## config.mk

```make
export PLATFORM = sky130hd
export DESIGN_NAME = cts_top
export DESIGN_NICKNAME = d
export VERILOG_FILES = /design/src/cts_pkg.sv /design/src/cts_top.sv
export SDC_FILE = /design/constraint.sdc
export NUM_CORES = 1
export LEC_CHECK = 0
export ABC_AREA = 1
export BUFFER_PORTS_ARGS = -buffer_cell sky130_fd_sc_hd__buf_2
export CAP_MARGIN = 10
export CORE_UTILIZATION = 58
export CTS_CLUSTER_DIAMETER = 200
export DETAILED_ROUTE_END_ITERATION = 8
export GPL_ROUTABILITY_DRIVEN = 0
export MAX_ROUTING_LAYER = met4
export PLACE_DENSITY = 0.85
export SYNTH_ARGS = -nofsm -noshare
export SYNTH_HDL_FRONTEND = slang
export SYNTH_SLANG_ARGS = --single-unit
```

## constraint.sdc

```tcl
create_clock -name clk_sys_i -period 2.9 [get_ports clk_sys_i]
set_input_delay 0.29 -clock clk_sys_i [delete_from_list [all_inputs] [get_ports clk_sys_i]]
set_output_delay 0.29 -clock clk_sys_i [all_outputs]
set_load 0.005 [all_outputs]
```

## src/cts_pkg.sv

```systemverilog
// package for the can transmit buffer select, sleep and init block
// assumes a 32-bit apb slave with byte offsets chosen below
package cts_pkg;
  localparam int unsigned NUM_TXBUF       = 3;
  localparam logic [7:0]  ADDR_INIT_CTRL  = 8'h00;
  localparam logic [7:0]  ADDR_STATUS     = 8'h04;
  localparam logic [7:0]  ADDR_TBSEL      = 8'h08;
  localparam logic [7:0]  ADDR_TFLG       = 8'h0C;
  localparam logic [7:0]  ADDR_TXWIN      = 8'h10;
  localparam logic [7:0]  ADDR_TXSCHED    = 8'h14;
  localparam int unsigned CTRL_INIT_REQUEST_BIT = 0;
  localparam int unsigned CTRL_SLEEP_REQUEST_BIT  = 1;
  localparam int unsigned ST_INIT_ACKNOWLEDGE_BIT   = 0;
  localparam int unsigned ST_SLEEP_ACKNOWLEDGE_BIT    = 1;
  localparam int unsigned ST_SYNC_BIT     = 2;
  localparam int unsigned ST_BUSOFF_BIT   = 3;
  localparam int unsigned ST_BLOCK_BIT    = 4;
  localparam logic [2:0]  TBSEL_RESET     = 3'h0;
  localparam logic [2:0]  TFLG_RESET      = 3'h7;
  localparam int unsigned IDLE_BITS       = 11;
  localparam int unsigned BUSOFF_RUNS     = 128;
  localparam logic [31:0] WIN_RESET       = 32'h0000_0000;

  typedef struct packed {
    logic        sel;
    logic        en;
    logic        wr;
    logic [7:0]  addr;
    logic [31:0] wdata;
  } cts_apb_req_t;

  typedef struct packed {
    logic        ready;
    logic        slverr;
    logic [31:0] rdata;
  } cts_apb_rsp_t;

  typedef enum logic [1:0] { CTS_RUN, CTS_INIT, CTS_SLEEP, CTS_WAKE } cts_mode_t;
endpackage : cts_pkg

```

## src/cts_top.sv

```systemverilog
// can transmit buffer select, sleep/wake and init mode control
// assumes an apb master on clk_sys_i; bus rx pin is asynchronous
// What this block does
// - map lowest selected buffer into window
// - select reads give lowest set bit only
// - init mode holds select at reset
// - select writable only outside init mode
// - block window on scheduled non-empty buffer
// - no window access when none selected
// - ignore sleep request clear before sleep
// - clearing sleep request leaves sleep mode
// - wait 11 recessive bits after wake
// - transmit buffers kept across sleep
// - pending actions run upon wake
// - bus-off recessive run count not restarted
// - init aborts traffic and drops sync
// - init forces transmit pin recessive
//
// Added by the designer: the placing of the registers and the APB register port.
module cts_top
  import cts_pkg::*;
#(
  parameter int unsigned BIT_CYCLES = 25
) (
  input  wire logic        clk_sys_i,
  input  wire logic        srst_i,
  input  wire logic        psel_i,
  input  wire logic        penable_i,
  input  wire logic        pwrite_i,
  input  wire logic [7:0]  paddr_i,
  input  wire logic [31:0] pwdata_i,
  output logic [31:0]      prdata_o,
  output logic             pready_o,
  output logic             pslverr_o,
  input  wire logic        bus_rx_i,
  input  wire logic        busoff_i,
  input  wire logic [2:0]  tx_done_i,
  output logic             bus_transmit_pin_o,
  output logic             bus_synced_o,
  output logic             pending_run_o,
  output logic [2:0]       fg_txbuf_o
);
  cts_apb_req_t req;
  cts_apb_rsp_t rsp;
  cts_mode_t    mode_q;
  logic [2:0]   tbsel_q, tflg_q, sched_q, lowest;
  logic [31:0]  win_q [NUM_TXBUF];
  logic         init_rq_q, slp_rq_q, sync_q, pend_q;
  logic         rx_m_q, rx_q;
  logic [3:0]   run_q;
  logic [7:0]   boff_q;
  logic [15:0]  bitc_q;
  logic         init_ak, slp_ak, wr_acc, blocked;
  logic [1:0]   idx;

  assign req = '{sel: psel_i, en: penable_i, wr: pwrite_i, addr: paddr_i,
                 wdata: pwdata_i};
  assign init_ak = (mode_q == CTS_INIT);
  assign slp_ak  = (mode_q == CTS_SLEEP);
  assign wr_acc  = req.sel & req.en & req.wr;

  // lowest set bit of the select register
  always_comb begin
    lowest = 3'h0;
    idx    = 2'd0;
    for (int i = NUM_TXBUF - 1; i >= 0; i--) begin
      if (tbsel_q[i]) begin
        lowest = 3'h0;
        lowest[i] = 1'b1;
        idx = 2'(i);
      end
    end
  end
  assign fg_txbuf_o = lowest;
  assign blocked = (lowest == 3'h0) |
                   (~tflg_q[idx] & sched_q[idx]);

  always_ff @(posedge clk_sys_i) begin
    rx_m_q <= bus_rx_i;
    rx_q   <= rx_m_q;
  end

  // mode sequencing
  always_ff @(posedge clk_sys_i) begin
    if (srst_i) begin
      mode_q    <= CTS_INIT;
      init_rq_q <= 1'b1;
      slp_rq_q  <= 1'b0;
    end else begin
      if (wr_acc && req.addr == ADDR_INIT_CTRL) begin
        init_rq_q <= req.wdata[CTRL_INIT_REQUEST_BIT];
        if (req.wdata[CTRL_SLEEP_REQUEST_BIT])
          slp_rq_q <= 1'b1;
        else if (slp_ak)
          slp_rq_q <= 1'b0;
      end
      case (mode_q)
        CTS_RUN: begin
          if (init_rq_q) mode_q <= CTS_INIT;
          else if (slp_rq_q) mode_q <= CTS_SLEEP;
        end
        CTS_INIT: if (!init_rq_q) mode_q <= CTS_WAKE;
        CTS_SLEEP: begin
          if (init_rq_q) mode_q <= CTS_INIT;
          else if (!slp_rq_q) mode_q <= CTS_WAKE;
        end
        CTS_WAKE: begin
          if (init_rq_q) mode_q <= CTS_INIT;
          else if (sync_q) mode_q <= CTS_RUN;
        end
        default: mode_q <= CTS_INIT;
      endcase
    end
  end

  // bit timer and recessive run counter
  always_ff @(posedge clk_sys_i) begin
    if (srst_i || !rx_q || mode_q == CTS_INIT || mode_q == CTS_SLEEP) begin
      bitc_q <= 16'h0000;
      run_q  <= 4'h0;
    end else if (bitc_q == 16'(BIT_CYCLES - 1)) begin
      bitc_q <= 16'h0000;
      if (run_q == 4'(IDLE_BITS - 1)) run_q <= 4'h0;
      else run_q <= run_q + 4'h1;
    end else begin
      bitc_q <= bitc_q + 16'h0001;
    end
  end

  logic run_done;
  assign run_done = rx_q && bitc_q == 16'(BIT_CYCLES - 1) &&
                    run_q == 4'(IDLE_BITS - 1);

  // sync only after a full idle run following wake
  always_ff @(posedge clk_sys_i) begin
    if (srst_i || mode_q == CTS_INIT) sync_q <= 1'b0;
    else if (mode_q == CTS_SLEEP) sync_q <= 1'b0;
    else if (mode_q == CTS_WAKE && run_done) sync_q <= 1'b1;
  end
  assign bus_synced_o = sync_q;

  // bus-off recovery count survives sleep
  always_ff @(posedge clk_sys_i) begin
    if (srst_i || !busoff_i) boff_q <= 8'h00;
    else if (run_done && boff_q != 8'(BUSOFF_RUNS)) boff_q <= boff_q + 8'h01;
  end

  // pending actions resume when leaving sleep
  always_ff @(posedge clk_sys_i) begin
    if (srst_i) pend_q <= 1'b0;
    else pend_q <= (mode_q == CTS_SLEEP) && !slp_rq_q;
  end
  assign pending_run_o = pend_q;
  assign bus_transmit_pin_o = 1'b1;

  // select register
  always_ff @(posedge clk_sys_i) begin
    if (srst_i || (init_rq_q && init_ak)) tbsel_q <= TBSEL_RESET;
    else if (wr_acc && req.addr == ADDR_TBSEL && !init_rq_q && !init_ak)
      tbsel_q <= req.wdata[2:0];
  end

  // empty flags and schedule; a done pulse beats a new schedule
  always_ff @(posedge clk_sys_i) begin
    if (srst_i || mode_q == CTS_INIT) begin
      tflg_q  <= TFLG_RESET;
      sched_q <= 3'h0;
    end else begin
      if (wr_acc && req.addr == ADDR_TXSCHED && !blocked) begin
        tflg_q  <= (tflg_q & ~lowest) | tx_done_i;
        sched_q <= (sched_q | lowest) & ~tx_done_i;
      end else begin
        tflg_q  <= tflg_q | tx_done_i;
        sched_q <= sched_q & ~tx_done_i;
      end
    end
  end

  // transmit buffers, kept through sleep
  for (genvar g = 0; g < NUM_TXBUF; g++) begin : g_win
    always_ff @(posedge clk_sys_i) begin
      if (srst_i) win_q[g] <= WIN_RESET;
      else if (wr_acc && req.addr == ADDR_TXWIN && !blocked && idx == 2'(g))
        win_q[g] <= req.wdata;
    end
  end

  // apb read and answer
  always_ff @(posedge clk_sys_i) begin
    if (srst_i) begin
      rsp <= '0;
    end else begin
      rsp.ready  <= req.sel & ~req.en;
      rsp.slverr <= 1'b0;
      rsp.rdata  <= 32'h0000_0000;
      if (req.sel && !req.en) begin
        if (req.addr == ADDR_INIT_CTRL)
          rsp.rdata <= {30'h0, slp_rq_q, init_rq_q};
        else if (req.addr == ADDR_STATUS)
          rsp.rdata <= {27'h0, blocked, busoff_i, sync_q, slp_ak, init_ak};
        else if (req.addr == ADDR_TBSEL)
          rsp.rdata <= {29'h0, lowest};
        else if (req.addr == ADDR_TFLG)
          rsp.rdata <= {29'h0, tflg_q};
        else if (req.addr == ADDR_TXWIN) begin
          if (blocked) rsp.slverr <= 1'b1;
          else rsp.rdata <= win_q[idx];
        end else if (req.addr == ADDR_TXSCHED)
          rsp.rdata <= {29'h0, sched_q};
        else
          rsp.slverr <= 1'b1;
      end
    end
  end
  // window write refusal also flagged
  logic werr;
  assign werr = req.wr && (req.addr == ADDR_TXWIN || req.addr == ADDR_TXSCHED)
                && blocked;
  assign pready_o  = rsp.ready;
  assign pslverr_o = rsp.ready & (rsp.slverr | werr);
  assign prdata_o  = rsp.rdata;
endmodule : cts_top

```

# Word level (Yosys, flattened, before mapping)
# Memory sizes are Yosys's and may differ from the RTL's.
# Cells that the tools add are included.
# classes
addsub	2
n_lt_le_gt_ge	1
eq_ne	16
n_mux	46
n_bitwise	21
n_reduce_logical	43
# op_table
cell	count
32-bit two-way mux	4
33-bit two-way mux	1
2-bit two-way mux	11
1-bit logical AND	19
3-bit two-way mux	6
1-bit two-way mux	17
16-bit by 1-bit adder with 16-bit output (second input constant)	1
16-bit by 5-bit equality test with 1-bit output (second input constant)	1
8-bit by 4-bit equality test with 1-bit output (second input constant)	2
8-bit by 5-bit equality test with 1-bit output (second input constant)	2
5-bit two-way mux	3
3-bit AND	3
3-bit inequality test (second input constant)	3
3-bit OR	3
8-bit by 3-bit equality test with 1-bit output (second input constant)	1
8-bit logical NOT	1
2-bit one-hot mux with 4 select lines	1
2-bit equality test (second input constant)	3
1-bit logical NOT	6
1-bit logical OR	6
3-bit NOT	2
2-bit OR reduction	3
6-bit OR reduction	1
1-bit AND	5
15 further kinds	24
# word_totals
register_bits	71
mem_bits_rw	96
in_bits	50
out_inout_bits	40
wordCells	147
n_memories	1
# memory_table
name	words	width	rd	rd_ports_with_merged_regs	write_ports	line_no	text
win_q	3	32	1	0	3	cts_top.sv:47	logic [31:0] win_q [NUM_TXBUF];

# Depth between registers and ports, before layout
# Gate-level depths: netlist of the first run.
# depth
depth_word	15
mapped_depth	11
depth_no_buf	11

# Least setup slack after synthesis of the first run
# No wires, ideal clock.
# synth_path
kind	input to register
startpoint	input port paddr_i[2]
endpoint	memory win_q[0][0], enable pin
setup_time_ps	389
arrival_ps	2016
t_required_ps	2511
setup_slack_ps	495
path_stages	9
path_buffers	2
path_cell_list	buf_2 -> inv_1 -> nand3_1 -> nor2_4 -> nand2_2 -> nor2_8 -> nand3_4 -> buf_6 -> nand2_1
# synth_lines
element	line_no	text
start, declared	cts_top.sv:30	input wire logic [7:0] paddr_i,
end, declared	cts_top.sv:47	

==> out/metrics.csv, run 1 <==
stage;metric;value;unit
status;status;completed;
placement;Detailed Place HPWL;9.72;mm
sta;final setup fails;0;
yosys;Synth Register Bits;167;
clocking;CTS Buf Count;17;
global_routing;GRT busiest layer;met2;
yosys;cells after synthesis;824;
yosys;Yosys cell types;36;
global_routing;initial antenna violation count;0;
clocking;TritonCTS clock tree;yes;
floorplanning;Die ar.;13400;um2
worst_setup_path;startpoint types;register;
worst_setup_path;CP max-delay cell;nand3_2;
worst_setup_path;WP depth;7;
min_path;Hold Path Depth;3;
routing;initial drt markers;460;
global_routing;largest net degree at the start of global routing;48;
sta;RSZ-0062 raised after global routing;no;
layout;synth-to-layout area growth;12.5;%
yosys;sequential share of the synthesized area;0.573;
global_routing;met3 Track Usage GR;0.0507;
sta;setup TNS;0;ps
routing;drt drc;0;
sta;pin slew with the least headroom to its limit;851;ps
floorplanning;Initial Util;0.596;
layout;Final nets;930;
worst_setup_path;maximum net fanout on the critical path;32;
sta;fin crit share;0.745;
floorplanning;die span in y;116;um
clocking;H-tree Lvls;4;
pwr;pwr/cell area;589;nW/um2
sta;Final min period;2160;ps
clocking;clock sink total;167;
pwr;Max IR drop VDD;0.361;mV
layout;n_diodes;0;
min_path;hold crit path type;input port to register;
floorplanning;core area;12600;um2
global_routing;met2 Usage GRT;0.394;
layout;commonest non-fill, non-tap cell in the layout;nor2_1;
clocking;Clock transition at path regs;60;ps
placement;I/O Buffers;88;
floorplanning;Die Wd;116;um
global_routing;number of global-route vias before repair;5262;
layout;most frequent cells in the layout;nor2_1 (141), nand2_1 (139), edfxtp_1 (96), inv_1 (94), buf_2 (88);
clocking;post-CTS resize count;0;
sta;clk_skew;6.24;ps
routing;final WL;15.0;mm
worst_setup_path;Crit path buffers/inverters;0;
clocking;Clock Latency Late Sink;430;ps
floorplanning;row count;41;
worst_setup_path;worst-path cell chain;nor2_1 -> o211ai_1 -> nand2_4 -> nand2_2 -> nor2_8 -> nand3_2 -> nor2_1;
sta;Final Max Tran Viols;0;
worst_setup_path;max incr delay on CP;570;ps
yosys;Yosys warning count;0;
sta;Hold Fails Final Rpt;0;
yosys;syn avg cell area;9.12;um2
pwr;Pleak;0.00356;uW
flow_run;max_cap viols;0;
yosys;Mapped Area;7520;um2
worst_setup_path;Setup crit end kind;register;
worst_setup_path;Arrival @ worst endpoint;2410;ps
routing;router iterations before antenna repair;5;
routing;via count;5657;
worst_setup_path;CP delay by family, top;simple AND/OR/NAND/NOR gates;
global_routing;total gr overflow;0;
worst_setup_path;r2r worst-path depth;7;
routing;wire per inst;14.1;um
layout;Filler cells;973;
yosys;Async SR Flop Fraction;0;
routing;DR vias/cell;5.32;
yosys;ys flop type;edfxtp_1;
worst_setup_path;Crit Path Class;register to register;
sta;Max Clk Rate;463;MHz
yosys;number of enable flip-flop cells after synthesis;96;
global_routing;met1 Usage GRT;0.308;
floorplanning;I/O pins;90;
yosys;post-synthesis net count;876;
clocking;Root Driver;clkbuf_16;
sta;Slew headroom;0.428;
global_routing;first-pass GRT wire length;24.7;mm
pwr;Design Power;4980;uW
routing;post-route ant nets;0;
clocking;clk buf depth;2;
layout;fraction of layout cells with a size suffix above 1;0.192;
worst_setup_path;cell repeated most along the worst path;nor2_1;
worst_setup_path;Critical Path RT;3150;ps
global_routing;Total GRT Usage;0.250;
==> final timing paths <==
| check | slack [ps] | startpoint | end |
|---|---|---|---|
| worst max-delay path | 740 | tbsel_q[0] | win_q[1][27] |
| worst min register to register | 330 | rx_m_q | rx_q |
| worst min-delay path | 70 | tx_done_i[1] | tflg_q[1] |
| worst max register to register | 740 | tbsel_q[0] | win_q[1][27] |
==> synthesized netlist by cell type (2+ instances only) <==
cell type / n / area share
nand2_4: 2 / 0.0030
nor4_1: 6 / 0.0050
dfxtp_1: 71 / 0.19
nand4_1: 11 / 0.0092
nor3_1: 18 / 0.012
o2111ai_1: 2 / 0.0023
o211ai_1: 4 / 0.0040
o21ai_0: 43 / 0.029
clkbuf_1: 8 / 0.0040
inv_1: 94 / 0.047
xor2_1: 4 / 0.0047
o21a_1: 3 / 0.0030
nand3_2: 4 / 0.0053
nor3_2: 30 / 0.040
buf_4: 34 / 0.034
nor2_1: 141 / 0.070
a31oi_1: 3 / 0.0025
buf_1: 3 / 0.0015
ha_1: 2 / 0.0033
buf_6: 3 / 0.0045
nand2_1: 140 / 0.070
buf_2: 16 / 0.011
a21oi_1: 17 / 0.011
edfxtp_1: 96 / 0.38
nand3_1: 58 / 0.039
==> logic make-up after synthesis <==
group	synth area share
other	0.000499
adders and majority gates	0.00333
AOI/OAI and AO/OA	0.0538
xor gates and xnor gates	0.00466
buffers and inverters	0.103
DFF	0.573
and+or+nand+nor	0.263
==> repair_timing <==
item,in CTS,in global routing
buffers inserted,0,0
hold buffers,1,0
hold endpoints to repair,1,0
==> final cells by class <==
cell class / count / area [um2] / area share
Inverter: 96 / 360 / 0.0426
Clock buffer: 19 / 443 / 0.0524
Sequential cell: 167 / 4300 / 0.509
Multi-Input combinational cell: 497 / 2450 / 0.290
Clock inverter: 13 / 148 / 0.0175
Timing Repair Buffer: 99 / 538 / 0.0636
Tap cell: 172 / 215 / 0.0254
==> power by group <==
part,switching [uW],internal (uW)
clock network,934,1300
registers,17.4,2560
logic,117,52.8
==> sequential cells by signal (all words and copies together) (netlist names), 2 cells and up <==
signal    flops
win_q        96
run_q         4
prdata_o     32
mode_q        2
tbsel_q       3
sched_q       3
bitc_q       16
tflg_q        3
==> per-stage QoR <==
| stage | worst slack [ps] | hold slack (ps) | utilization | instance area (um2) | instances |
|---|---|---|---|---|---|
| floorplan | 495 | 310 | - | 7520 | 824 |
| global placement | 707 | 311 | 0.623 | 7860 | 1030 |
| detailed placement | 647 | 319 | 0.623 | 7860 | 1030 |
| CTS | 727 | 63.5 | 0.670 | 8460 | 1063 |
| global route | 554 | 69.3 | 0.670 | 8460 | 1063 |
| finish | 740 | 70.3 | 0.670 | 8460 | 1063 |
==> worst min-delay path: stages <==
cell and delay (ps):
buf_2 70, nor2_1 50, nand2_1 60
==> routing by layer <==
layer	wire [um]	vias to the layer above
met3	988	34
met2	7290	235
met4	362	0
met5	0	-
met1	6320	2610
li1	-	2778
Note: power is estimated with default switching activity, not from simulation.
==> run 2, diff against run 1 <==
==> constraint.sdc (replaced) <==
create_clock -name clk_sys_i -period 2.2 [get_ports clk_sys_i]
set_input_delay 0.22 -clock clk_sys_i [delete_from_list [all_inputs] [get_ports clk_sys_i]]
set_output_delay 0.22 -clock clk_sys_i [all_outputs]
set_load 0.005 [all_outputs]
==> out/metrics.csv, run 2 (synthesis gave the netlist of run 1 again) <==
stage;metric;value;unit;change
status;status;completed;;unchanged
sta;fin crit share;0.884;;was 0.745
global_routing;Total GRT Usage;0.255;;was 0.250
floorplanning;Initial Util;0.596;;unchanged
flow_run;max_cap viols;0;;unchanged
clocking;Root Driver;clkbuf_16;;unchanged
pwr;Cell Int Power;5360;uW;was 3910 uW
placement;pre-CTS setup slack;255;ps;was 647 ps
floorplanning;row count;41;;unchanged
sta;setup TNS;0;ps;unchanged
min_path;hold crit path type;input port to register;;unchanged
sta;RSZ-0062 raised after global routing;no;;unchanged
clocking;clock sink total;167;;unchanged
sta;Final Max Tran Viols;0;;unchanged
worst_setup_path;startpoint types;register;;unchanged
routing;DR vias/cell;5.30;;was 5.32
pwr;pwr/cell area;785;nW/um2;was 589 nW/um2
routing;final WL;15.5;mm;was 15.0 mm
min_path;hold_sp;tx_done_i[1];;unchanged
sta;Hold Fails Final Rpt;0;;unchanged
global_routing;first-pass GRT wire length;25.1;mm;was 24.7 mm
clocking;TritonCTS clock tree;yes;;unchanged
layout;max reg flops;96;;unchanged
placement;Detailed Place HPWL;10.2;mm;was 9.72 mm
clocking;clk buf depth;2;;unchanged
worst_setup_path;cell repeated most along the worst path;nand3_2;;was nor2_1
worst_setup_path;CP max-delay cell;dfxtp_1;;was nand3_2
layout;synth-to-layout area growth;14.3;%;was 12.5%
pwr;sw power;1380;uW;was 1070 uW
worst_setup_path;reg2reg end;win_q[2][12];;was win_q[1][27]
layout;Filler cells;922;;was 973
layout;Biggest register;win_q;;unchanged
clocking;Clock transition at path regs;60;ps;about the same
pwr;Gate power share;0.035;;was 0.034
floorplanning;Die Wd;116;um;unchanged
sta;final setup fails;0;;unchanged
routing;via count;5677;;was 5,657
worst_setup_path;Arrival @ worst endpoint;2230;ps;was 2410 ps
worst_setup_path;Critical Path RT;2480;ps;was 3150 ps
floorplanning;I/O pins;90;;unchanged
worst_setup_path;reg2reg setup slack;260;ps;was 740 ps
worst_setup_path;max incr delay on CP;440;ps;was 570 ps
floorplanning;core area;12600;um2;unchanged
worst_setup_path;Crit Path Class;register to register;;unchanged
routing;drt drc;0;;unchanged
global_routing;number of global-route vias before repair;5372;;was 5,262
global_routing;total gr overflow;0;;unchanged
routing;post-route ant nets;0;;unchanged
clocking;post-CTS resize count;0;;unchanged
sta;Slew headroom;0.623;;was 0.428
worst_setup_path;Critical R2R Launch;tbsel_q[0];;unchanged
sta;final worst-path setup slack;255;ps;was 740 ps
layout;n_diodes;0;;unchanged
global_routing;largest net degree at the start of global routing;43;;was 48
worst_setup_path;worst-path cell chain;inv_2 -> nand2_1 -> nand3_2 -> nand2_4 -> nand2_2 -> nor2_8 -> nand3_2 -> buf_4 -> nor2_1;;was nor2_1 -> o211ai_1 -> nand2_4 -> nand2_2 -> nor2_8 -> nand3_2 -> nor2_1
routing;router iterations before antenna repair;5;;unchanged
layout;fraction of layout cells with a size suffix above 1;0.198;;was 0.192
pwr;Pleak;0.00363;uW;was 0.00356 uW
min_path;Hold Path Depth;3;;unchanged
routing;initial drt markers;543;;was 460
clocking;Clock Latency Late Sink;430;ps;about the same
worst_setup_path;maximum net fanout on the critical path;12;;was 32
pwr;Seq pwr share;0.504;;was 0.517
floorplanning;Die ar.;13400;um2;unchanged
pwr;clock share of power;0.461;;was 0.448
min_path;hold-critical path endpoint;tflg_q[1];;unchanged
clocking;H-tree Lvls;4;;unchanged
floorplanning;die span in y;116;um;unchanged
layout;Final nets;939;;was 930
placement;I/O Buffers;88;;unchanged
sta;Max Clk Rate;514;MHz;was 463 MHz
layout;commonest non-fill, non-tap cell in the layout;nor2_1;;unchanged
worst_setup_path;Setup crit end kind;register;;unchanged
pwr;Switching Share;0.205;;was 0.214
sta;Final min period;1940;ps;was 2160 ps
clocking;CTS Buf Count;17;;unchanged
sta;pin slew with the least headroom to its limit;565;ps;was 851 ps
sta;clk_skew;7.10;ps;was 6.24 ps
global_routing;initial antenna violation count;0;;unchanged
routing;wire per inst;14.5;um;was 14.1 um
pwr;Max IR drop VDD;0.568;mV;was 0.361 mV
layout;most frequent cells in the layout;nor2_1 (141), nand2_1 (138), edfxtp_1 (96), inv_1 (94), buf_2 (88);;was nor2_1 (141), nand2_1 (139), edfxtp_1 (96), inv_1 (94), buf_2 (88)
worst_setup_path;r2r worst-path depth;9;;was 7
[run 2: changes by cell type in the layout (fill, tap and decap cells not counted), sizes merged]
cell         change
buf              +8
bufinv           +2
clkbuf           +2
clkinv           -2
clkinvlp         -2
dlygate4sd3      +1
[run 2: routing by layer]
metal  track usage  share of wire  up-vias
met5             -              0        -
met2         0.413           0.50      211
met1         0.303           0.42     2638
li1              -              -     2793
met3        0.0575          0.063       35
met4         0.117          0.023        0
[run 2: final cells by class]
class / count / area (um2) / area share
clock buffer: 21 / 440 / 0.0513
clock inverter: 11 / 174 / 0.0202
inverter: 96 / 360 / 0.0419
multi-input combinational: 497 / 2450 / 0.285
sequential: 167 / 4300 / 0.501
tap: 172 / 215 / 0.0251
timing repair buffer: 108 / 646 / 0.0752
[run 2: what timing repair did]
action                    CTS  global route
hold buffers                2             0
hold endpoints to repair    2             0
setup buffers               0             0
[run 2: stage by stage]
step	cell area (um2)	total power (uW)	instances	utilization	hold WS [ps]
finish	8590	6740	1072	0.681	5.82
global route	8590	6910	1072	0.681	8.62
CTS	8590	6760	1072	0.681	3.41
detailed placement	7960	3690	1038	0.630	320
global placement	7960	3690	1038	0.630	317
floorplan	7520	3580	824	-	248
[run 2: critical path: cells and delay by family, from the launching register on]
family / cells / cell delay (ps)
AND/OR/NAND/NOR: 7 / 950
flip-flops: 1 / 440
buffers and inverters: 2 / 410
[run 2: power by group through the flow]
| stage | logic (uW) | registers (uW) | clock network [uW] |
|---|---|---|---|
| 5_1_grt | 258 | 3410 | 3250 |
| 2_1_floorplan | 124 | 3460 | 0 |
| 3_3_place_gp | 224 | 3460 | 0 |
| 4_1_cts | 234 | 3400 | 3120 |
| 6_report | 233 | 3400 | 3110 |
| 3_5_place_dp | 228 | 3470 | 0 |
[run 2: worst max path at each step]
| stage | end | from | slack [ps] |
|---|---|---|---|
| after floorplan | win_q[1][0] | tbsel_q[0] | 20 |
| after global placement | win_q[0][25] | paddr_i[7] | 350 |
| after detailed placement | win_q[2][13] | paddr_i[7] | 250 |
| after CTS | pslverr_o | tbsel_q[0] | 240 |
| after global routing | win_q[2][1] | tbsel_q[0] | 100 |
| final | win_q[2][12] | tbsel_q[0] | 260 |
